### src/mpeg_tc_regs.svh
// Byte values, field positions and counts of the downstream transport framing.
// Assumes inclusion by the package and by every design module.
`ifndef MPEG_TC_REGS_SVH
`define MPEG_TC_REGS_SVH

// Transport packet layout.
`define TC_PKT_LAST 8'hBB
`define TC_PAY_LEN 8'hB8
`define TC_POS_PID_HI 8'h01
`define TC_POS_PID_LO 8'h02
`define TC_POS_CTRL 8'h03
`define TC_POS_PTR 8'h04
`define TC_PKT_LEN 8'hBC

// Header field values.
`define TC_SYNC 8'h47
`define TC_FILL 8'hFF
`define TC_PID_MAC 13'h1FFE
`define TC_PID_NULL 13'h1FFF
`define TC_AFC_PAYLOAD 2'h1

// Alignment tracking counts.
`define TC_LOCK_GOOD 3'h5
`define TC_LOSS_BAD 4'h9

`endif

### src/mpeg_tc_pkg.sv
// Types and shared decoding for the transport convergence block.
// Assumes the constant header is on the include path.
`include "mpeg_tc_regs.svh"

package mpeg_tc_pkg;

    typedef enum logic [3:0] {
        TX_HDR = 4'h1,
        TX_PTR = 4'h2,
        TX_PAY = 4'h4,
        TX_NULL = 4'h8
    } tx_state_type;

    typedef enum logic [3:0] {
        RX_WAIT = 4'h1,
        RX_SKIP = 4'h2,
        RX_HUNT = 4'h4,
        RX_FRAME = 4'h8
    } rx_state_type;

    // A byte equal to the fill value can never open a frame.
    function automatic logic is_fill(input logic [7:0] b);
        is_fill = (b == `TC_FILL);
    endfunction : is_fill

endpackage : mpeg_tc_pkg

### src/mpeg_tc_hdr.sv
// Header byte builder with the continuity counter of the cable data stream.
// Assumes the packer steps it once per cable data packet, same clock.
`timescale 1ns/1ps
`include "mpeg_tc_regs.svh"

module mpeg_tc_hdr (
    input wire logic i_clk_sys,
    input wire logic i_rstn,
    input wire logic [1:0] i_idx,
    input wire logic i_pusi,
    input wire logic i_null,
    input wire logic i_step,
    output logic [7:0] o_byte
);
    import mpeg_tc_pkg::*;

    typedef struct packed {
        logic [3:0] cc;
    } hdr_reg_type;

    hdr_reg_type hdr_q;
    hdr_reg_type hdr_d;
    logic [12:0] pid;

    // Counter advances per cable data packet and wraps after 15.
    always_comb
    begin
        hdr_d = hdr_q;
        if (i_step)
        begin
            hdr_d.cc = hdr_q.cc + 4'h1;
        end
    end

    always_ff @(posedge i_clk_sys or negedge i_rstn)
    begin
        if (!i_rstn)
            hdr_q <= '0;
        else
            hdr_q <= hdr_d;
    end

    // Header bytes one to three; null packets carry their own identifier.
    assign pid = i_null ? `TC_PID_NULL : `TC_PID_MAC;
    always_comb
    begin
        case (i_idx)
            2'h1: o_byte = {1'b0, i_pusi, 1'b0, pid[12:8]};
            2'h2: o_byte = pid[7:0];
            2'h3: o_byte = {2'h0, `TC_AFC_PAYLOAD, i_null ? 4'h0 : hdr_q.cc};
            default: o_byte = `TC_SYNC;
        endcase
    end

    a_cc_wrap: assert property (@(posedge i_clk_sys) disable iff (!i_rstn)
        (i_step && hdr_q.cc == 4'hF) |=> (hdr_q.cc == 4'h0))
        else $error("Continuity counter did not wrap to zero.");

endmodule : mpeg_tc_hdr

### src/mpeg_tc_align.sv
// Packet alignment tracker driven by per-packet parity checksum results.
// Assumes the physical decoder reports one result per received packet.
`timescale 1ns/1ps
`include "mpeg_tc_regs.svh"

module mpeg_tc_align #(
    parameter logic [2:0] LOCK_GOOD = `TC_LOCK_GOOD,
    parameter logic [3:0] LOSS_BAD = `TC_LOSS_BAD
) (
    input wire logic i_clk_sys,
    input wire logic i_rstn,
    input wire logic i_byte,
    input wire logic i_chk_valid,
    input wire logic i_chk_good,
    output logic o_in_frame
);
    import mpeg_tc_pkg::*;

    typedef struct packed {
        logic in_frame;
        logic [2:0] good;
        logic [3:0] bad;
        logic [7:0] gap;
    } align_reg_type;

    align_reg_type al_q;
    align_reg_type al_d;
    logic [7:0] gap_now;
    logic spaced;

    // Bytes counted since the previous checksum, this cycle's byte included.
    assign gap_now = (i_byte && al_q.gap != 8'hFF) ? al_q.gap + 8'h01 : al_q.gap;
    assign spaced = (gap_now == `TC_PKT_LEN);

    // Lock after consecutive good spaced checksums, lose after bad ones.
    always_comb
    begin
        al_d = al_q;
        al_d.gap = gap_now;
        if (i_chk_valid)
        begin
            al_d.gap = 8'h00;
            if (!al_q.in_frame)
            begin
                if (!i_chk_good)
                    al_d.good = 3'h0;
                else if (spaced || al_q.good == 3'h0)
                    al_d.good = al_q.good + 3'h1;
                else
                    al_d.good = 3'h1;
                if (i_chk_good && (spaced || al_q.good == 3'h0)
                    && al_q.good + 3'h1 == LOCK_GOOD)
                begin
                    al_d.in_frame = 1'b1;
                    al_d.bad = 4'h0;
                end
            end
            else if (i_chk_good)
                al_d.bad = 4'h0;
            else if (al_q.bad + 4'h1 == LOSS_BAD)
            begin
                al_d.in_frame = 1'b0;
                al_d.good = 3'h0;
                al_d.bad = 4'h0;
            end
            else
                al_d.bad = al_q.bad + 4'h1;
        end
    end

    always_ff @(posedge i_clk_sys or negedge i_rstn)
    begin
        if (!i_rstn)
            al_q <= '0;
        else
            al_q <= al_d;
    end

    assign o_in_frame = al_q.in_frame;

    a_lock_cause: assert property (@(posedge i_clk_sys) disable iff (!i_rstn)
        $rose(o_in_frame) |-> $past(i_chk_valid && i_chk_good && al_q.good == 3'h4))
        else $error("Alignment declared without five good checksums.");

    a_loss_cause: assert property (@(posedge i_clk_sys) disable iff (!i_rstn)
        $fell(o_in_frame) |-> $past(i_chk_valid && !i_chk_good && al_q.bad == 4'h8))
        else $error("Alignment lost without nine bad checksums.");

endmodule : mpeg_tc_align

### src/mpeg_tc_top.sv
// Downstream transport convergence: head-end packer and modem decoder.
// Assumes MAC logic and the physical coder share i_clk_sys; byte strobes
// from the coder arrive at least two cycles apart.
`timescale 1ns/1ps
`include "mpeg_tc_regs.svh"

// Operation
// Every packet is 188 bytes, header of four plus 184 payload, back to back.
// First header byte of every packet is the sync value 0x47.
// Cable data packets carry the reserved 13-bit identifier 0x1FFE.
// Four-bit continuity counter steps for each cable data packet.
// Payload gaps between frames are filled with 0xFF bytes.
// A frame control byte of 0xFF is never sent nor taken as a start.
// Start flag set means byte five is the pointer byte.
// Decoder skips exactly pointer-many bytes after the pointer before searching.
// Packer sets the start flag wherever a frame could begin in the packet.
// Pointer addresses the first new frame or a fill byte before it.
// Frames start anywhere, span packets, and share packets with others.
// Pointer zero means searching starts right after the pointer byte.
// Frames in a packet sit back to back or with any fill between.
// Continuation packets have the start flag clear and 184 frame bytes.
// After header and pointer, a late frame may follow fill in that packet.
// Send null packets instead of cable packets holding only fill.
// Fixed byte timing keeps MAC timestamps accurate.
// Packet stream goes to the coder, which adds per-packet parity.
// In frame after five good checksums each 188 bytes apart.
// Out of frame and new search after nine bad checksums.
// While searching, fill bytes are dropped; first other byte is frame control.
module mpeg_tc_top #(
    parameter int LEN_W = 16
) (
    input wire logic i_clk_sys,
    input wire logic i_rstn,
    input wire logic [7:0] i_frm_data,
    input wire logic i_frm_valid,
    input wire logic i_frm_first,
    input wire logic [LEN_W-1:0] i_frm_len,
    output logic o_frm_ack,
    output logic o_frm_drop,
    input wire logic i_ts_strobe,
    output logic [7:0] o_ts_data,
    output logic o_ts_valid,
    output logic o_ts_sop,
    input wire logic [7:0] i_rx_data,
    input wire logic i_rx_valid,
    input wire logic i_rx_sop,
    input wire logic i_chk_valid,
    input wire logic i_chk_good,
    input wire logic i_mac_end,
    output logic [7:0] o_mac_data,
    output logic o_mac_valid,
    output logic o_mac_first,
    output logic o_in_frame
);
    import mpeg_tc_pkg::*;

    typedef struct packed {
        tx_state_type st;
        logic [7:0] pos;
        logic [LEN_W-1:0] rem;
        logic pusi;
        logic null_pkt;
        logic [7:0] ptr;
        logic [7:0] data;
        logic valid;
        logic sop;
        logic ack;
        logic drop;
    } tx_reg_type;

    typedef struct packed {
        rx_state_type st;
        logic [7:0] pos;
        logic ours;
        logic pusi;
        logic [7:0] skip;
        logic tail;
        logic [7:0] data;
        logic valid;
        logic first;
    } rx_reg_type;

    localparam tx_reg_type TX_RESET = '{st: TX_HDR, default: '0};
    localparam rx_reg_type RX_RESET = '{st: RX_WAIT, default: '0};
    // Named copy of the cable identifier so that its bytes can be sliced.
    localparam logic [12:0] PID_MAC = `TC_PID_MAC;

    tx_reg_type tx_q;
    tx_reg_type tx_d;
    rx_reg_type rx_q;
    rx_reg_type rx_d;
    logic [7:0] hdr_byte;
    logic cc_step;
    logic in_frame;
    logic [7:0] rx_p;
    logic [7:0] a_cnt_q;
    logic a_seen_q;

    // Header bytes one to three and the continuity counter.
    mpeg_tc_hdr mpeg_tc_hdr_i (
        .i_clk_sys(i_clk_sys),
        .i_rstn(i_rstn),
        .i_idx(tx_q.pos[1:0]),
        .i_pusi(tx_q.pusi),
        .i_null(tx_q.null_pkt),
        .i_step(cc_step),
        .o_byte(hdr_byte)
    );

    // Receive alignment from the coder's per-packet checksum results.
    mpeg_tc_align mpeg_tc_align_i (
        .i_clk_sys(i_clk_sys),
        .i_rstn(i_rstn),
        .i_byte(i_rx_valid),
        .i_chk_valid(i_chk_valid),
        .i_chk_good(i_chk_good),
        .o_in_frame(in_frame)
    );

    // Packer: one output byte per strobe, the packet position free-running,
    // so the byte stream never pauses and frame byte latency is fixed.
    always_comb
    begin
        tx_d = tx_q;
        tx_d.valid = 1'b0;
        tx_d.ack = 1'b0;
        tx_d.drop = 1'b0;
        cc_step = 1'b0;
        if (i_ts_strobe)
        begin
            tx_d.valid = 1'b1;
            tx_d.sop = (tx_q.pos == 8'h00);
            tx_d.pos = (tx_q.pos == `TC_PKT_LAST) ? 8'h00 : tx_q.pos + 8'h01;
            tx_d.data = `TC_FILL;
            case (tx_q.st)
                TX_HDR:
                begin
                    if (tx_q.pos == 8'h00)
                    begin
                        tx_d.data = `TC_SYNC;
                        // Idle with nothing waiting: only fill would follow.
                        tx_d.null_pkt = (tx_q.rem == '0) && !i_frm_valid;
                        // Only a frame filling the whole payload suppresses the pointer.
                        tx_d.pusi = (tx_q.rem < LEN_W'(`TC_PAY_LEN));
                        // Pointer covers the tail, landing just past it.
                        tx_d.ptr = tx_q.rem[7:0];
                    end
                    else
                    begin
                        tx_d.data = hdr_byte;
                        if (tx_q.pos == `TC_POS_CTRL)
                        begin
                            cc_step = !tx_q.null_pkt;
                            if (tx_q.null_pkt)
                                tx_d.st = TX_NULL;
                            else if (tx_q.pusi)
                                tx_d.st = TX_PTR;
                            else
                                tx_d.st = TX_PAY;
                        end
                    end
                end
                TX_PTR:
                begin
                    tx_d.data = tx_q.ptr;
                    tx_d.st = TX_PAY;
                end
                TX_NULL:
                begin
                    if (tx_q.pos == `TC_PKT_LAST)
                        tx_d.st = TX_HDR;
                end
                TX_PAY:
                begin
                    if (tx_q.rem != '0)
                    begin
                        // Frame body and tails run across packet edges.
                        if (i_frm_valid)
                        begin
                            tx_d.data = i_frm_data;
                            tx_d.ack = 1'b1;
                            tx_d.rem = tx_q.rem - LEN_W'(1);
                        end
                    end
                    else if (i_frm_valid && i_frm_first)
                    begin
                        // A new frame starts on any payload byte unless its first byte is the fill value.
                        tx_d.ack = 1'b1;
                        if (is_fill(i_frm_data))
                            tx_d.drop = 1'b1;
                        else
                        begin
                            tx_d.data = i_frm_data;
                            tx_d.rem = i_frm_len - LEN_W'(1);
                        end
                    end
                    // Otherwise the gap is filled.
                    if (tx_q.pos == `TC_PKT_LAST)
                        tx_d.st = TX_HDR;
                end
                default:
                begin
                    tx_d.st = TX_HDR;
                end
            endcase
        end
    end

    // Decoder position within the received packet.
    assign rx_p = i_rx_sop ? 8'h00 : rx_q.pos;

    // Decoder: checks the header, honours the pointer, hunts frame starts.
    always_comb
    begin
        rx_d = rx_q;
        rx_d.valid = 1'b0;
        rx_d.first = 1'b0;
        if (!in_frame)
            rx_d.st = RX_WAIT;
        else
        begin
            // The MAC side knows the frame length and reports its end.
            if (i_mac_end)
            begin
                rx_d.tail = 1'b0;
                if (rx_q.st == RX_FRAME)
                    rx_d.st = RX_HUNT;
            end
            if (i_rx_valid)
            begin
                rx_d.pos = rx_p + 8'h01;
                rx_d.data = i_rx_data;
                if (rx_p == 8'h00)
                    rx_d.ours = (i_rx_data == `TC_SYNC);
                else if (rx_p == `TC_POS_PID_HI)
                begin
                    rx_d.ours = rx_q.ours && !i_rx_data[7]
                        && (i_rx_data[4:0] == PID_MAC[12:8]);
                    rx_d.pusi = i_rx_data[6];
                end
                else if (rx_p == `TC_POS_PID_LO)
                    rx_d.ours = rx_q.ours && (i_rx_data == PID_MAC[7:0]);
                else if (rx_p == `TC_POS_CTRL)
                    rx_d.ours = rx_q.ours && (i_rx_data[5:4] == `TC_AFC_PAYLOAD);
                else if (rx_q.ours)
                begin
                    if (rx_p == `TC_POS_PTR && rx_q.pusi)
                    begin
                        // Pointer byte: the tail bytes before the search point
                        // still belong to a frame being delivered.
                        rx_d.skip = i_rx_data;
                        rx_d.tail = (rx_d.st == RX_FRAME);
                        rx_d.st = (i_rx_data == 8'h00) ? RX_HUNT : RX_SKIP;
                    end
                    else
                    begin
                        case (rx_d.st)
                            RX_SKIP:
                            begin
                                rx_d.valid = rx_d.tail;
                                rx_d.skip = rx_q.skip - 8'h01;
                                if (rx_q.skip == 8'h01)
                                    rx_d.st = RX_HUNT;
                            end
                            RX_HUNT:
                            begin
                                if (!is_fill(i_rx_data))
                                begin
                                    rx_d.valid = 1'b1;
                                    rx_d.first = 1'b1;
                                    rx_d.st = RX_FRAME;
                                end
                            end
                            RX_FRAME:
                            begin
                                rx_d.valid = 1'b1;
                            end
                            default:
                            begin
                                rx_d.valid = 1'b0;
                            end
                        endcase
                    end
                end
            end
        end
    end

    always_ff @(posedge i_clk_sys or negedge i_rstn)
    begin
        if (!i_rstn)
        begin
            tx_q <= TX_RESET;
            rx_q <= RX_RESET;
        end
        else
        begin
            tx_q <= tx_d;
            rx_q <= rx_d;
        end
    end

    // Every output is a flip-flop of the two state records or the tracker.
    assign o_frm_ack = tx_q.ack;
    assign o_frm_drop = tx_q.drop;
    assign o_ts_data = tx_q.data;
    assign o_ts_valid = tx_q.valid;
    assign o_ts_sop = tx_q.sop;
    assign o_mac_data = rx_q.data;
    assign o_mac_valid = rx_q.valid;
    assign o_mac_first = rx_q.first;
    assign o_in_frame = in_frame;

    // Helper: output bytes counted from each packet start.
    always_ff @(posedge i_clk_sys or negedge i_rstn)
    begin
        if (!i_rstn)
        begin
            a_cnt_q <= 8'h00;
            a_seen_q <= 1'b0;
        end
        else if (o_ts_valid)
        begin
            a_cnt_q <= o_ts_sop ? 8'h01 : a_cnt_q + 8'h01;
            a_seen_q <= a_seen_q | o_ts_sop;
        end
    end

    a_pkt_length: assert property (@(posedge i_clk_sys) disable iff (!i_rstn)
        (o_ts_valid && o_ts_sop && a_seen_q) |-> (a_cnt_q == `TC_PKT_LEN))
        else $error("Transport packet length is not 188 bytes.");

    a_sync_byte: assert property (@(posedge i_clk_sys) disable iff (!i_rstn)
        (o_ts_valid && o_ts_sop) |-> (o_ts_data == `TC_SYNC))
        else $error("Packet does not open with the sync byte.");

    a_pid_low: assert property (@(posedge i_clk_sys) disable iff (!i_rstn)
        (o_ts_valid && tx_q.pos == `TC_POS_CTRL && !tx_q.null_pkt)
        |-> (o_ts_data == PID_MAC[7:0]))
        else $error("Cable data packet carries a wrong identifier.");

    a_null_fill: assert property (@(posedge i_clk_sys) disable iff (!i_rstn)
        (o_ts_valid && tx_q.null_pkt && tx_q.pos > `TC_POS_PTR) |-> (o_ts_data == `TC_FILL))
        else $error("Null packet payload is not fill.");

    a_ptr_place: assert property (@(posedge i_clk_sys) disable iff (!i_rstn)
        (o_ts_valid && tx_q.pos == 8'h05 && tx_q.pusi && !tx_q.null_pkt)
        |-> (o_ts_data == tx_q.ptr))
        else $error("Pointer byte is not the fifth packet byte.");

    a_no_fill_start: assert property (@(posedge i_clk_sys) disable iff (!i_rstn)
        (o_mac_valid && o_mac_first) |-> (o_mac_data != `TC_FILL))
        else $error("Fill value delivered as a frame start.");

    a_ptr_zero: assert property (@(posedge i_clk_sys) disable iff (!i_rstn)
        (in_frame && i_rx_valid && !i_rx_sop && rx_q.pos == `TC_POS_PTR && rx_q.ours
        && rx_q.pusi && i_rx_data == 8'h00) |=> (rx_q.st == RX_HUNT))
        else $error("Zero pointer did not start the search.");

    a_hunt_drop: assert property (@(posedge i_clk_sys) disable iff (!i_rstn)
        (in_frame && i_rx_valid && !i_rx_sop && rx_q.pos > `TC_POS_PTR && rx_q.ours
        && rx_q.st == RX_HUNT && i_rx_data == `TC_FILL && !i_mac_end) |=> !o_mac_valid)
        else $error("Fill byte delivered while searching.");

endmodule : mpeg_tc_top

### config.mk
export PLATFORM = sky130hd
export DESIGN_NAME = mpeg_tc_top
export DESIGN_NICKNAME = d
export VERILOG_FILES = /design/src/mpeg_tc_pkg.sv /design/src/mpeg_tc_hdr.sv /design/src/mpeg_tc_align.sv /design/src/mpeg_tc_top.sv
export VERILOG_INCLUDE_DIRS = /design/src /design/src/src
export SDC_FILE = /design/constraint.sdc
export NUM_CORES = 1
export LEC_CHECK = 0
export ABC_AREA = 0
export BUFFER_PORTS_ARGS = -buffer_cell sky130_fd_sc_hd__buf_2
export CAP_MARGIN = 0
export CORE_ASPECT_RATIO = 0.75
export CORE_UTILIZATION = 29
export CTS_CLUSTER_SIZE = 28
export DETAILED_ROUTE_END_ITERATION = 10
export REMOVE_ABC_BUFFERS = 1
export SYNTH_ARGS = -nofsm -noshare
export SYNTH_HDL_FRONTEND = slang
export SYNTH_SLANG_ARGS = --single-unit
export TNS_END_PERCENT = 20
### constraint.sdc
create_clock -name i_clk_sys -period 4.5 [get_ports i_clk_sys]
set_input_delay 0.225 -clock i_clk_sys [delete_from_list [all_inputs] [get_ports i_clk_sys]]
set_output_delay 0.225 -clock i_clk_sys [all_outputs]
set_load 0.05 [all_outputs]
# Yosys cells after proc, flatten, opt, wreduce, memory -nomap -nowiden
# Cells that the tools add are included.
[word_totals]
output_inout_bits = 23
word_cells = 190
reg_bits = 103
[op_classes]
magnitude_cmp = 1
reduce_logical = 34
mux = 82
eq_ne = 35
add_sub_neg = 9
bitwise = 4
[ops]
columns = ["op", "count"]
rows = [
  ["two-way mux 8 bit", 12],
  ["two-way mux 4 bit", 23],
  ["two-way mux 16 bit", 4],
  ["case mux 8 bit (3 select lines)", 2],
  ["== test 8 bit (second input constant)", 5],
  ["two-way mux 9 bit", 4],
  ["two-way mux 33 bit", 1],
  ["subtractor 16 x 1 -> 16 bit (second input constant)", 2],
  ["adder 8 x 1 -> 8 bit (second input constant)", 3],
  ["== test 8 x 2 -> 1 bit (second input constant)", 3],
  ["logical NOT 8 bit", 3],
  ["two-way mux 2 bit", 10],
  ["two-way mux 1 bit", 18],
  ["== test 4 bit (second input constant)", 4],
  ["== test 8 x 1 -> 1 bit (second input constant)", 2],
  ["logical NOT 16 bit", 1],
  ["< comparator 16 x 8 -> 1 bit (second input constant)", 1],
  ["nonzero test 16 bit", 1],
  ["two-way mux 3 bit", 4],
  ["inequality test 2 bit (second input constant)", 6],
  ["case mux 4 bit (3 select lines)", 1],
  ["logical AND 1 bit", 10],
  ["two-way mux 10 bit", 1],
  ["AND reduction 3 bit", 3],
  ["other kinds (27)", 41],
]

# Longest topological paths before layout
# Gate-level depths: netlist of run 1.
[depth]
depth_word = 14
ltp_mapped = 12
mapped_depth_nobuf = 9

# Modules after synthesis
# Synthesis of run 1 repeated with hierarchy kept, for this count alone.
[unflattened]
cells_unflattened = 707
area_unflattened_um2 = 6391.1
[modules_own_cells]
columns = ["module", "cells_per_inst", "seq_area_each_um2", "instances", "area_per_inst_um2"]
rows = [
  ["mpeg_tc_top", 544, 2079.5, 1, 4974.8],
  ["mpeg_tc_align", 136, 400.4, 1, 1172.4],
  ["mpeg_tc_hdr", 27, 100.1, 1, 244.0],
]

# Worst setup path after synthesis of run 1
# No wires, ideal clock.
[synth_timing]
path_kind = "register to register"
from = "register tx_q[23] (netlist bit)"
to = "register tx_q[26] (netlist bit)"
path_stages_with_launch = 11
slack_ps = 1879
n_path_buf = 2
arrival_time_ps = 2500
period_less_slack_ps = 2621
path_cell_list = "dfrtp_1 -> nor4_4 -> and4_1 -> buf_2 -> clkbuf_1 -> a21oi_1 -> ha_1 -> nand3_1 -> a21o_1 -> o2111ai_1 -> o22a_1"
[synth_via]
elab_chain_len = 3
word_cells_on_any_way = 8
cone_classes = "add/sub: 1; eq/ne: 2; mux: 2; reduce/logical: 3"
[synth_rtl]
columns = ["item", "line", "text"]
rows = [
  ["start: declaration", "mpeg_tc_top.sv:88", "tx_reg_type tx_q;"],
  ["start signal: assignment", "mpeg_tc_top.sv:298", "tx_q <= tx_d;"],
  ["subtractor 16 x 1 -> 16 bit or nonzero test 16 bit (tied branches)", "mpeg_tc_top.sv:182, mpeg_tc_top.sv:175", ""],
  ["two-way mux 16 bit (tied with other cells)", "mpeg_tc_top.sv:178", "if (i_frm_valid)"],
  ["two-way mux 16 bit or AND reduction 5 bit (tied branches)", "-", ""],
]
# Several ways; a longest one is shown, not always the timed one. The select of a mux whose other input is x is not followed.
# A chain may end at the register's enable or synchronous reset.

# Worst setup path after layout of run 1
[layout_timing]
from = "register tx_q[35] (netlist bit)"
to = "register tx_q[30] (netlist bit)"
[layout_via]
elab_chain_len = 3
word_cells_on_any_way = 6
cone_classes = "eq/ne: 2; mux: 1; reduce/logical: 3"
[layout_rtl]
columns = ["item", "line", "text"]
rows = [
  ["nonzero test 16 bit (*)", "mpeg_tc_top.sv:175", "if (tx_q.rem != '0)"],
  ["inequality test 2 bit (no source line) or nonzero test 2 bit (tied branches)", "-", ""],
  ["AND reduction 5 bit (no source line)", "-", ""],
]
# Every way passes the cells marked *; elsewhere a longest branch is shown, timed or not.

==> results of run 1 <==
==> worst max-delay path: cells and delay by family, from the launching register on <==
| family | cells | cell delay (ns) |
|---|---|---|
| AOI/OAI and AO/OA | 3 | 0.50 |
| adders and majority gates | 1 | 0.26 |
| buffers and inverters | 1 | 0.30 |
| DFF | 1 | 0.42 |
| muxes | 1 | 0.16 |
| and+or+nand+nor | 4 | 1.13 |
==> cells in the mapped netlist, types with 4 or more instances <==
| library cell | number |
|---|---|
| a22o_1 | 7 |
| clkbuf_1 | 22 |
| or4_1 | 5 |
| nand2_1 | 68 |
| nor2b_1 | 8 |
| nor3b_1 | 7 |
| xnor2_1 | 7 |
| and3_1 | 6 |
| and2_1 | 6 |
| nand3_1 | 20 |
| buf_2 | 7 |
| ha_1 | 18 |
| dfrtp_1 | 101 |
| o21ai_1 | 4 |
| a211o_1 | 4 |
| or3_1 | 4 |
| a31oi_1 | 12 |
| inv_1 | 21 |
| xor2_1 | 6 |
| a211oi_1 | 4 |
| nor3_1 | 22 |
| o41ai_1 | 6 |
| a22oi_1 | 4 |
| nand4_1 | 8 |
| buf_4 | 16 |
| nor2_1 | 71 |
| mux2_2 | 20 |
| nand2b_1 | 5 |
| o2bb2ai_1 | 5 |
| o22ai_1 | 4 |
| a21oi_1 | 46 |
| a21o_1 | 7 |
| nor4_1 | 13 |
| o21ai_0 | 58 |
| mux2i_1 | 7 |
==> cell usage in the layout (no fill, tap or decap), types with 8 or more instances in the layout <==
master     synthesis  routed
a21oi_1           46      46
a31oi_1           12      12
buf_2              7      63
nand4_1            8       8
clkbuf_16          0       9
inv_1             21      21
nor3_1            22      22
o21ai_0           58      58
dfrtp_1          101     101
nor2_1            71      71
nor4_1            13      13
nand3_1           20      20
nand2_1           68      68
mux2_2            20      20
ha_1              18      18
nor2b_1            8       8
==> path summary, 6_finish.rpt <==
check                      cells past startpoint     endpoint  slack [ns]       from
max                                           10     tx_q[30]        1.57   tx_q[35]
min                                            2     rx_q[10]        0.13  i_mac_end
max reg2reg                                   10     tx_q[30]        1.57   tx_q[35]
min reg2reg                                    2     rx_q[29]        0.49   rx_q[29]
max in group asynchronous                      3  o_mac_first        2.84     i_rstn
min in group asynchronous                      2   o_ts_valid        0.49     i_rstn
==> power by group through the flow <==
| stage | Sequential (mW) | Combinational [mW] | Clock (mW) |
|---|---|---|---|
| 2_1_floorplan | 1.65 | 0.695 | 0 |
| 3_3_place_gp | 1.45 | 1.26 | 0 |
| 3_5_place_dp | 1.46 | 1.27 | 0 |
| 4_1_cts | 1.44 | 1.28 | 0.830 |
| 5_1_grt | 1.49 | 1.40 | 0.857 |
| 6_report | 1.44 | 1.27 | 0.785 |
==> per-layer routing <==
layer | up-vias | routed length [um]
li1 | 2632 | -
met1 | 2567 | 8270
met2 | 105 | 6430
met3 | 13 | 607
met4 | 0 | 162
met5 | - | 0
==> sequential cells by signal, summed over array words and instances, names as in the netlist <==
register,cells
o_ts_data,8
o_mac_first,1
mpeg_tc_align_i.al_q,15
mpeg_tc_align_i.o_in_frame,1
o_frm_ack,1
mpeg_tc_hdr_i.hdr_q,4
o_mac_valid,1
rx_q,23
o_frm_drop,1
o_ts_valid,1
tx_q,38
o_ts_sop,1
o_mac_data,8
==> final cells by class <==
cell class,instances,share of cell area (%)
Clock buffer,11,3.57
Clock inverter,5,0.583
Inverter,21,1.11
Multi-Input combinational cell,530,48.1
Sequential cell,103,36.4
Tap cell,288,5.08
Timing Repair Buffer,69,5.12
==> kinds of logic after synthesis <==
logic type | after synthesis | share of synthesized area (%)
AOI/OAI and AO/OA | 199 | 20.7
xor gates and xnor gates | 13 | 1.80
adders and majority gates | 18 | 3.57
buffers and inverters | 68 | 5.15
DFF | 103 | 40.8
muxes | 29 | 5.03
and+or+nand+nor | 271 | 22.9
==> impl_metrics.py, run 1 <==
metrics = {
    "synthesis": {
        "synth_cell_types": 78,
        "synthesis.instances": 701,
        "ys_async_sr_fraction_pct": 100,
        "synth.top_cell.area_share_pct": 40.0,
        "synth_top_flop_cell": "dfrtp_1",
        "avgSynthCellArea_um2": 9.01,
        "synth_top_cell_by_area": "dfrtp_1",
        "synth-edff-count": 0,
        "syn_area_mm2": 0.00632,
        "yosysSeqAreaShare_pct": 40.8,
        "yosys_warnings": 0,
        "synth_seq_cells": 103,
        "synth_area_leaders": "dfrtp_1, o21ai_0, nor2_1",
    },
    "worst_hold_path": {
        "hp-class": "primary input to flop",
    },
    "pwr": {
        "p_int_mw": 2.02,
        "ir_drop_mv": 0.178,
        "finalPower_mw": 3.50,
        "powerDensity_mw_per_mm2": 494,
        "p_sw_share_pct": 42.4,
        "power_switching_mw": 1.48,
        "comb_power_share_pct": 36.3,
        "power_leakage_nw": 2.94,
        "power_frac_seq_pct": 41.3,
        "clockPowerShare_pct": 22.4,
    },
    "clocking": {
        "clk_latency_ns": 0.35,
        "post_cts_buffers": 0,
        "clkTransAtPathRegs_ns": 0.07,
        "numCtsBuffers": 9,
        "cts_root_buffer": "clkbuf_16",
        "cts_tree": "built",
        "cts_resized": 0,
        "postCtsHoldBufs": 1,
        "clockBufferDepth": 2,
        "clock-sinks": 103,
        "cts_max_level": 3,
    },
    "timing": {
        "holdWs_ns": 0.129,
        "rsz0062_at_grt": "no",
        "maxSlewViolCount": 0,
        "finalSetupViolCount": 0,
        "max-slew-margin-rel_pct": 39.9,
        "period_minus_slack_ns": 2.93,
        "post-route-period-util_pct": 65.1,
        "hold_violations": 0,
        "tns_ns": 0,
        "worstMarginPinSlew_ns": 0.897,
        "clock_skew_ns": 0.00663,
        "setup_slack_ns": 1.57,
        "clock.fmax_ghz": 0.341,
    },
    "final_layout": {
        "fin_area_mm2": 0.00709,
        "fin_cells": 1027,
        "seq_area_mm2": 0.00258,
        "multi_input_area_mm2": 0.00341,
        "fin_nets": 794,
        "area_growth_syn_to_layout_pct": 12.2,
        "antenna_cells": 0,
        "final_util_pct": 33.4,
        "drive_gt1_share_pct": 17.2,
        "fillers": 2173,
    },
    "placement": {
        "dp.cells": 1010,
        "dp_hpwl_um": 10800,
        "io_buffers": 64,
        "dpl_cell_area_mm2": 0.00678,
        "gp_congestion": 0.831,
        "pre_cts_ws_ns": 1.66,
    },
    "floorplanning": {
        "start_util_pct": 29.7,
        "die_x_um": 172,
        "die_h_um": 130,
        "placementRows": 46,
        "core-area_mm2": 0.0212,
        "ios": 65,
        "dieArea_mm2": 0.0224,
    },
    "global_routing": {
        "first_global_vias": 4749,
        "grt_busiest_layer": "met1",
        "gr-usage-all-layers_pct": 14.2,
        "antenna_found_initial": 0,
        "grt_overflow": 0,
        "grt_use_met2_pct": 19.6,
        "use_met1_pct": 21.8,
        "grt_pass1_wl_um": 25100,
        "grt_start_max_net_pins": 56,
        "grt_use_met3_pct": 3.09,
    },
    "setup_path": {
        "worstSetupPathType": "flop to flop",
        "end_kind": "flop",
        "critPathMaxStageDelay_ns": 0.52,
        "cp.arrival_ns": 3.15,
        "cp_max_fo": 28,
        "crit_chain": "nor4_2, and4_1, buf_4, a21oi_1, ha_1, nand3_1, a21o_1, nor3_1, mux2i_1, o2bb2ai_1",
        "cp.required_ns": 4.72,
        "startpoint_type": "flop",
        "slowest_stage": "nor4_2",
    },
    "route": {
        "wl_per_cell_um": 15.1,
        "drtIter0Drc": 419,
        "drt_wl_total_um": 15500,
        "antenna_left": 0,
        "drc": 0,
        "dr.pass1.iters": 5,
        "viasPerCell": 5.18,
        "route.vias.total": 5317,
    },
    "flow_run": {
        "cap_viol_max_count": 0,
    },
    "status": {
        "status": "finished, final reports clean",
    },
}
Note: power is estimated with default switching activity, not from simulation.
==> run 2, diff against run 1 <==
- clock period: 4.5 -> 2.9 ns (I/O delays scaled with it)
==> run 2 against run 1 <==
Compared with the run above:
- sequential power up 53%
- clock-buffer cell count up 1
- largest cell class unchanged
- sequential cell count unchanged
- combinational power up 64%
- wire length up 2.7%
- largest power group unchanged
- worst hold slack worse by 0.093 ns
==> impl_metrics.py, run 2 (synthesis results as in run 1) <==
metrics = {
    "clocking": {
        "clockBufferDepth": 2,
        "clk_latency_ns": 0.35,
        "cts_resized": 0,
        "post_cts_buffers": 0,
        "cts_tree": "built",
        "numCtsBuffers": 9,
        "cts_max_level": 3,
        "clkTransAtPathRegs_ns": 0.07,
        "clock-sinks": 103,
        "cts_root_buffer": "clkbuf_16",
    },
    "setup_path": {
        "startpoint_type": "flop",
        "cp.required_ns": 3.13,
        "worstSetupPathType": "flop to flop",
        "cp_max_fo": 9,
        "end_kind": "flop",
        "cp.arrival_ns": 2.93,
    },
    "timing": {
        "finalSetupViolCount": 0,
        "period_minus_slack_ns": 2.71,
        "post-route-period-util_pct": 93.3,
        "worstMarginPinSlew_ns": 0.939,
        "tns_ns": 0,
        "rsz0062_at_grt": "no",
        "clock.fmax_ghz": 0.370,
        "holdWs_ns": 0.0363,
        "max-slew-margin-rel_pct": 37.1,
        "hold_violations": 0,
        "clock_skew_ns": 0.00775,
        "maxSlewViolCount": 0,
    },
    "pwr": {
        "power_leakage_nw": 3.04,
        "finalPower_mw": 5.62,
        "ir_drop_mv": 0.333,
        "powerDensity_mw_per_mm2": 775,
    },
    "status": {
        "status": "finished, final reports clean",
    },
    "final_layout": {
        "largestRegisters": "tx_q x38, rx_q x23, mpeg_tc_align_i.al_q x15",
        "area_growth_syn_to_layout_pct": 14.7,
        "final_common_cell": "dfrtp_1",
        "largest_register_ffs": 38,
        "fin_nets": 809,
        "layout_common_cells": "dfrtp_1, nor2_1, nand2_1",
        "top_register": "tx_q",
        "final_util_pct": 34.1,
        "drive_gt1_share_pct": 18.8,
        "antenna_cells": 0,
    },
    "global_routing": {
        "first_global_vias": 4804,
        "gr-usage-all-layers_pct": 14.5,
        "grt_start_max_net_pins": 50,
        "grt_overflow": 0,
        "antenna_found_initial": 0,
        "grt_pass1_wl_um": 25700,
    },
    "floorplanning": {
        "start_util_pct": 29.7,
        "die_h_um": 130,
        "core-area_mm2": 0.0212,
        "ios": 65,
        "dieArea_mm2": 0.0224,
        "placementRows": 46,
        "die_x_um": 172,
    },
    "route": {
        "drtIter0Drc": 388,
        "wl_per_cell_um": 15.2,
        "antenna_left": 0,
        "drt_wl_total_um": 15900,
        "dr.pass1.iters": 4,
        "route.vias.total": 5419,
        "viasPerCell": 5.20,
        "drc": 0,
    },
    "placement": {
        "io_buffers": 64,
        "dp_hpwl_um": 11500,
        "gp_congestion": 0.810,
    },
    "worst_hold_path": {
        "hp-class": "primary input to flop",
    },
    "flow_run": {
        "cap_viol_max_count": 0,
    },
}
-- run 2: changes by cell type in the layout (fill, tap and decap cells not counted) --
cell       previous run  this run
buf_4                 5        19
clkinv_4              2         0
buf_12                0         1
bufinv_16             0         1
clkbuf_8              2         3
clkinv_2              1         0
inv_8                 1         2
-- run 2: what timing repair did --
item                       CTS  global route
setup endpoints to repair    0             0
hold buffers                 1             0
hold endpoints to repair    23             0
-- run 2: worst max-delay path, cell delays in order, from the launching register on --
cell	delay, ns
dfrtp_1	0.52
ha_1	0.39
nand3_1	0.16
nor2_1	0.34
o311ai_0	0.24
a211oi_2	0.38
a31oi_1	0.22
a211o_1	0.33
-- run 2: path summary, 6_finish.rpt --
| path | depth (start not counted) | to | slack [ns] | startpoint |
|---|---|---|---|---|
| worst max-delay path | 7 | mpeg_tc_align_i.al_q[10] | 0.19 | mpeg_tc_align_i.al_q[0] |
| worst min-delay path | 2 | rx_q[10] | 0.04 | i_mac_end |
| worst max register to register | 7 | mpeg_tc_align_i.al_q[10] | 0.19 | mpeg_tc_align_i.al_q[0] |
| worst min register to register | 2 | rx_q[29] | 0.48 | rx_q[29] |
| max in group asynchronous | 3 | tx_q[30] | 1.89 | i_rstn |
| min in group asynchronous | 2 | tx_q[44] | 0.25 | i_rstn |
-- run 2: report_power, final --
group	internal, mW	switching, mW	leakage, nW
combinational	0.746	1.34	1.55
sequential	1.80	0.412	1.33
clock	0.754	0.574	0.159
-- run 2: layout make-up --
class                      count  area, um^2
clock buffer                  12         267
clock inverter                 4        60.1
fill                        2195       14000
inverter                      21        78.8
multi-input combinational    530        3410
sequential                   103        2580
tap                          288         360
timing repair buffer          84         488
-- run 2: through the flow --
stage	setup slack [ns]	std cells	instance area, um^2
2_1_floorplan	0.227	654	6070
3_3_place_gp	0.305	1025	6910
3_5_place_dp	0.276	1025	6910
4_1_cts	0.247	1042	7250
5_1_grt	0.00908	1042	7250
6_report	0.195	1042	7250
-- run 2: routing by layer --
metal	share of wire (%)	global-route usage, %
met4	0.70	2.97
met2	41	20.1
met3	3.8	3.00
met1	54	22.7
met5	0	0
==> run 3, diff against run 2 <==
- ABC_AREA: 0 -> 1
- CORE_ASPECT_RATIO: 0.75 -> unset
- clock period: 2.9 -> 2.6 ns (I/O delays scaled with it)
==> run 3 against run 2 <==
Compared with the run above:
- sequential cell count did not move
- wire length fell by 3.0%
- cell area shrank 0.38%
- sequential power increased by 4%
- clock-buffer cell count decreased by 3
- combinational power is 5% higher
- clock power grew 27%
- largest power group unchanged
==> impl_metrics.py, run 3 <==
metrics = {
    "synthesis": {
        "avgSynthCellArea_um2": 7.48,
        "synth_cell_types": 46,
        "yosysSeqAreaShare_pct": 40.9,
        "synth.top_cell.area_share_pct": 40.0,
        "synthesis.instances": 844,
        "syn_area_mm2": 0.00631,
        "synth_seq_cells": 103,
        "synth_top_cell_by_area": "dfrtp_1",
        "synth_top_flop_cell": "dfrtp_1",
        "synth_common_cells": "nand2_1, inv_1, dfrtp_1, nor2_1, nand3_1",
        "yosys_warnings": 0,
        "synth-edff-count": 0,
        "synth_area_leaders": "dfrtp_1, nand2_1, inv_1",
        "yosysMostFrequentCell": "nand2_1",
        "ys_async_sr_fraction_pct": 100,
    },
    "route": {
        "dr.pass1.iters": 5,
        "dr_wl_met3_um": 536,
        "wl_per_cell_um": 13.1,
        "drt_wl_total_um": 15400,
        "wl_met1_um": 7520,
        "viasPerCell": 4.73,
        "drtIter0Drc": 380,
        "highest_layer": "met4",
        "wl_met2_um": 7070,
        "drc": 0,
        "route.vias.total": 5552,
        "antenna_left": 0,
    },
    "clocking": {
        "clkTransAtPathRegs_ns": 0.07,
        "numCtsBuffers": 9,
        "clk_latency_ns": 0.36,
        "cts_max_level": 3,
        "clock-sinks": 103,
        "clockBufferDepth": 2,
        "cts_root_buffer": "clkbuf_16",
        "post_cts_buffers": 0,
        "cts_tree": "built",
    },
    "placement": {
        "gp_congestion": 0.866,
        "dp.cells": 1158,
        "pre_cts_ws_ns": 0.335,
        "io_buffers": 64,
        "dp_hpwl_um": 11500,
    },
    "timing": {
        "period_minus_slack_ns": 2.27,
        "maxSlewViolCount": 0,
        "hold_violations": 0,
        "holdWs_ns": 0.0411,
        "worstMarginPinSlew_ns": 0.729,
        "setup_slack_ns": 0.326,
        "clock_skew_ns": 0.00970,
        "post-route-period-util_pct": 87.5,
        "rsz0062_at_grt": "no",
        "clock.fmax_ghz": 0.440,
        "tns_ns": 0,
        "finalSetupViolCount": 0,
        "max-slew-margin-rel_pct": 50.9,
    },
    "final_layout": {
        "largest_register_ffs": 38,
        "largestRegisters": "tx_q x38, rx_q x23, mpeg_tc_align_i.al_q x15",
        "fin_cells": 1175,
        "antenna_cells": 0,
        "layout_common_cells": "nand2_1, inv_1, dfrtp_1",
        "top_register": "tx_q",
        "area_growth_syn_to_layout_pct": 14.4,
        "fillers": 2230,
        "final_common_cell": "nand2_1",
        "drive_gt1_share_pct": 13.8,
        "fin_nets": 955,
    },
    "floorplanning": {
        "die_x_um": 150,
        "ios": 65,
        "die_h_um": 150,
        "placementRows": 53,
        "dieArea_mm2": 0.0224,
        "start_util_pct": 29.8,
        "core-area_mm2": 0.0212,
    },
    "setup_path": {
        "cp.required_ns": 2.85,
        "end_kind": "flop",
        "worstSetupPathType": "flop to flop",
        "startpoint_type": "flop",
        "cp_max_fo": 11,
        "cp.arrival_ns": 2.52,
    },
    "pwr": {
        "comb_power_share_pct": 35.5,
        "ir_drop_mv": 0.308,
        "powerDensity_mw_per_mm2": 857,
        "clockPowerShare_pct": 27.3,
        "p_int_mw": 3.69,
        "p_sw_share_pct": 40.4,
        "power_switching_mw": 2.50,
        "finalPower_mw": 6.18,
        "power_leakage_nw": 3.51,
        "power_frac_seq_pct": 37.2,
    },
    "global_routing": {
        "grt_pass1_wl_um": 25900,
        "gr-usage-all-layers_pct": 14.8,
        "grt_overflow": 0,
        "first_global_vias": 5280,
        "antenna_found_initial": 0,
        "grt_start_max_net_pins": 56,
    },
    "worst_hold_path": {
        "hp-class": "primary input to flop",
    },
    "status": {
        "status": "finished, final reports clean",
    },
    "flow_run": {
        "cap_viol_max_count": 0,
    },
}
run 3: final timing paths:
kind                                  to  cells after the start         from  slack [ns]
setup / recovery                tx_q[36]                     15     tx_q[37]        0.33
hold / removal                  tx_q[20]                      2  i_frm_valid        0.04
setup reg to reg                tx_q[36]                     15     tx_q[37]        0.33
hold reg to reg                 rx_q[29]                      2     rx_q[29]        0.47
max in group asynchronous       tx_q[46]                      3       i_rstn        1.46
min in group asynchronous  o_mac_data[4]                      2       i_rstn        0.35
run 3: repair_timing:
action                    4_1_cts  5_1_grt
hold buffers                    1        0
hold endpoints to repair       47        0
resized for setup               0        0
run 3: worst max-delay path, stage by stage, from the launching register on:
cell     delay, ns
dfrtp_1       0.40
nor2_1        0.10
nand3_1       0.12
nor2_4        0.31
nand2_8       0.11
inv_2         0.18
a21oi_1       0.13
ha_1          0.24
nand3_1       0.11
inv_1         0.08
nand2_1       0.10
nor2_1        0.07
nand2_1       0.07
nand2_1       0.04
nand3_1       0.06
nand2_1       0.05
run 3: metrics by stage:
stage	instance area, um^2	utilization, %
3_5_place_dp	6840	32.3
5_1_grt	7220	34.1
6_report	7220	34.1
3_3_place_gp	6840	32.3
2_1_floorplan	6120	-
4_1_cts	7220	34.1
run 3: logic make-up (layout without fill, tap and decap cells):
family / count (synthesis) / count (layout) / share of synthesized area [%]
compound gates: 132 / 132 / 12.0
xor+xnor: 19 / 19 / 2.64
fa+ha+maj: 18 / 18 / 3.57
buf+inv: 158 / 214 / 10.6
flops: 103 / 103 / 40.9
simple gates: 414 / 414 / 30.3
run 3: final cells by class:
| cell class | count | area [um^2] | share of cell area [%] |
|---|---|---|---|
| Clock buffer | 9 | 225 | 3.12 |
| Clock inverter | 7 | 145 | 2.01 |
| Inverter | 128 | 480 | 6.66 |
| Multi-Input combinational cell | 583 | 3060 | 42.4 |
| Sequential cell | 103 | 2580 | 35.7 |
| Tap cell | 275 | 344 | 4.77 |
| Timing Repair Buffer | 70 | 383 | 5.30 |
run 3: metal layers:
layer  global-route usage, %  up-vias
met2                    22.8       94
met3                    2.68       19
met4                    6.12        0
met5                       0        -
li1                        -     2852
met1                    20.1     2587
run 3: power by group through the flow:
stage	sequential [mW]	clock, mW	combinational [mW]
floorplan	2.56	0	1.35
global placement	2.32	0	2.18
detailed placement	2.33	0	2.20
CTS	2.30	1.74	2.21
global route	2.36	1.79	2.51
finish	2.30	1.69	2.19
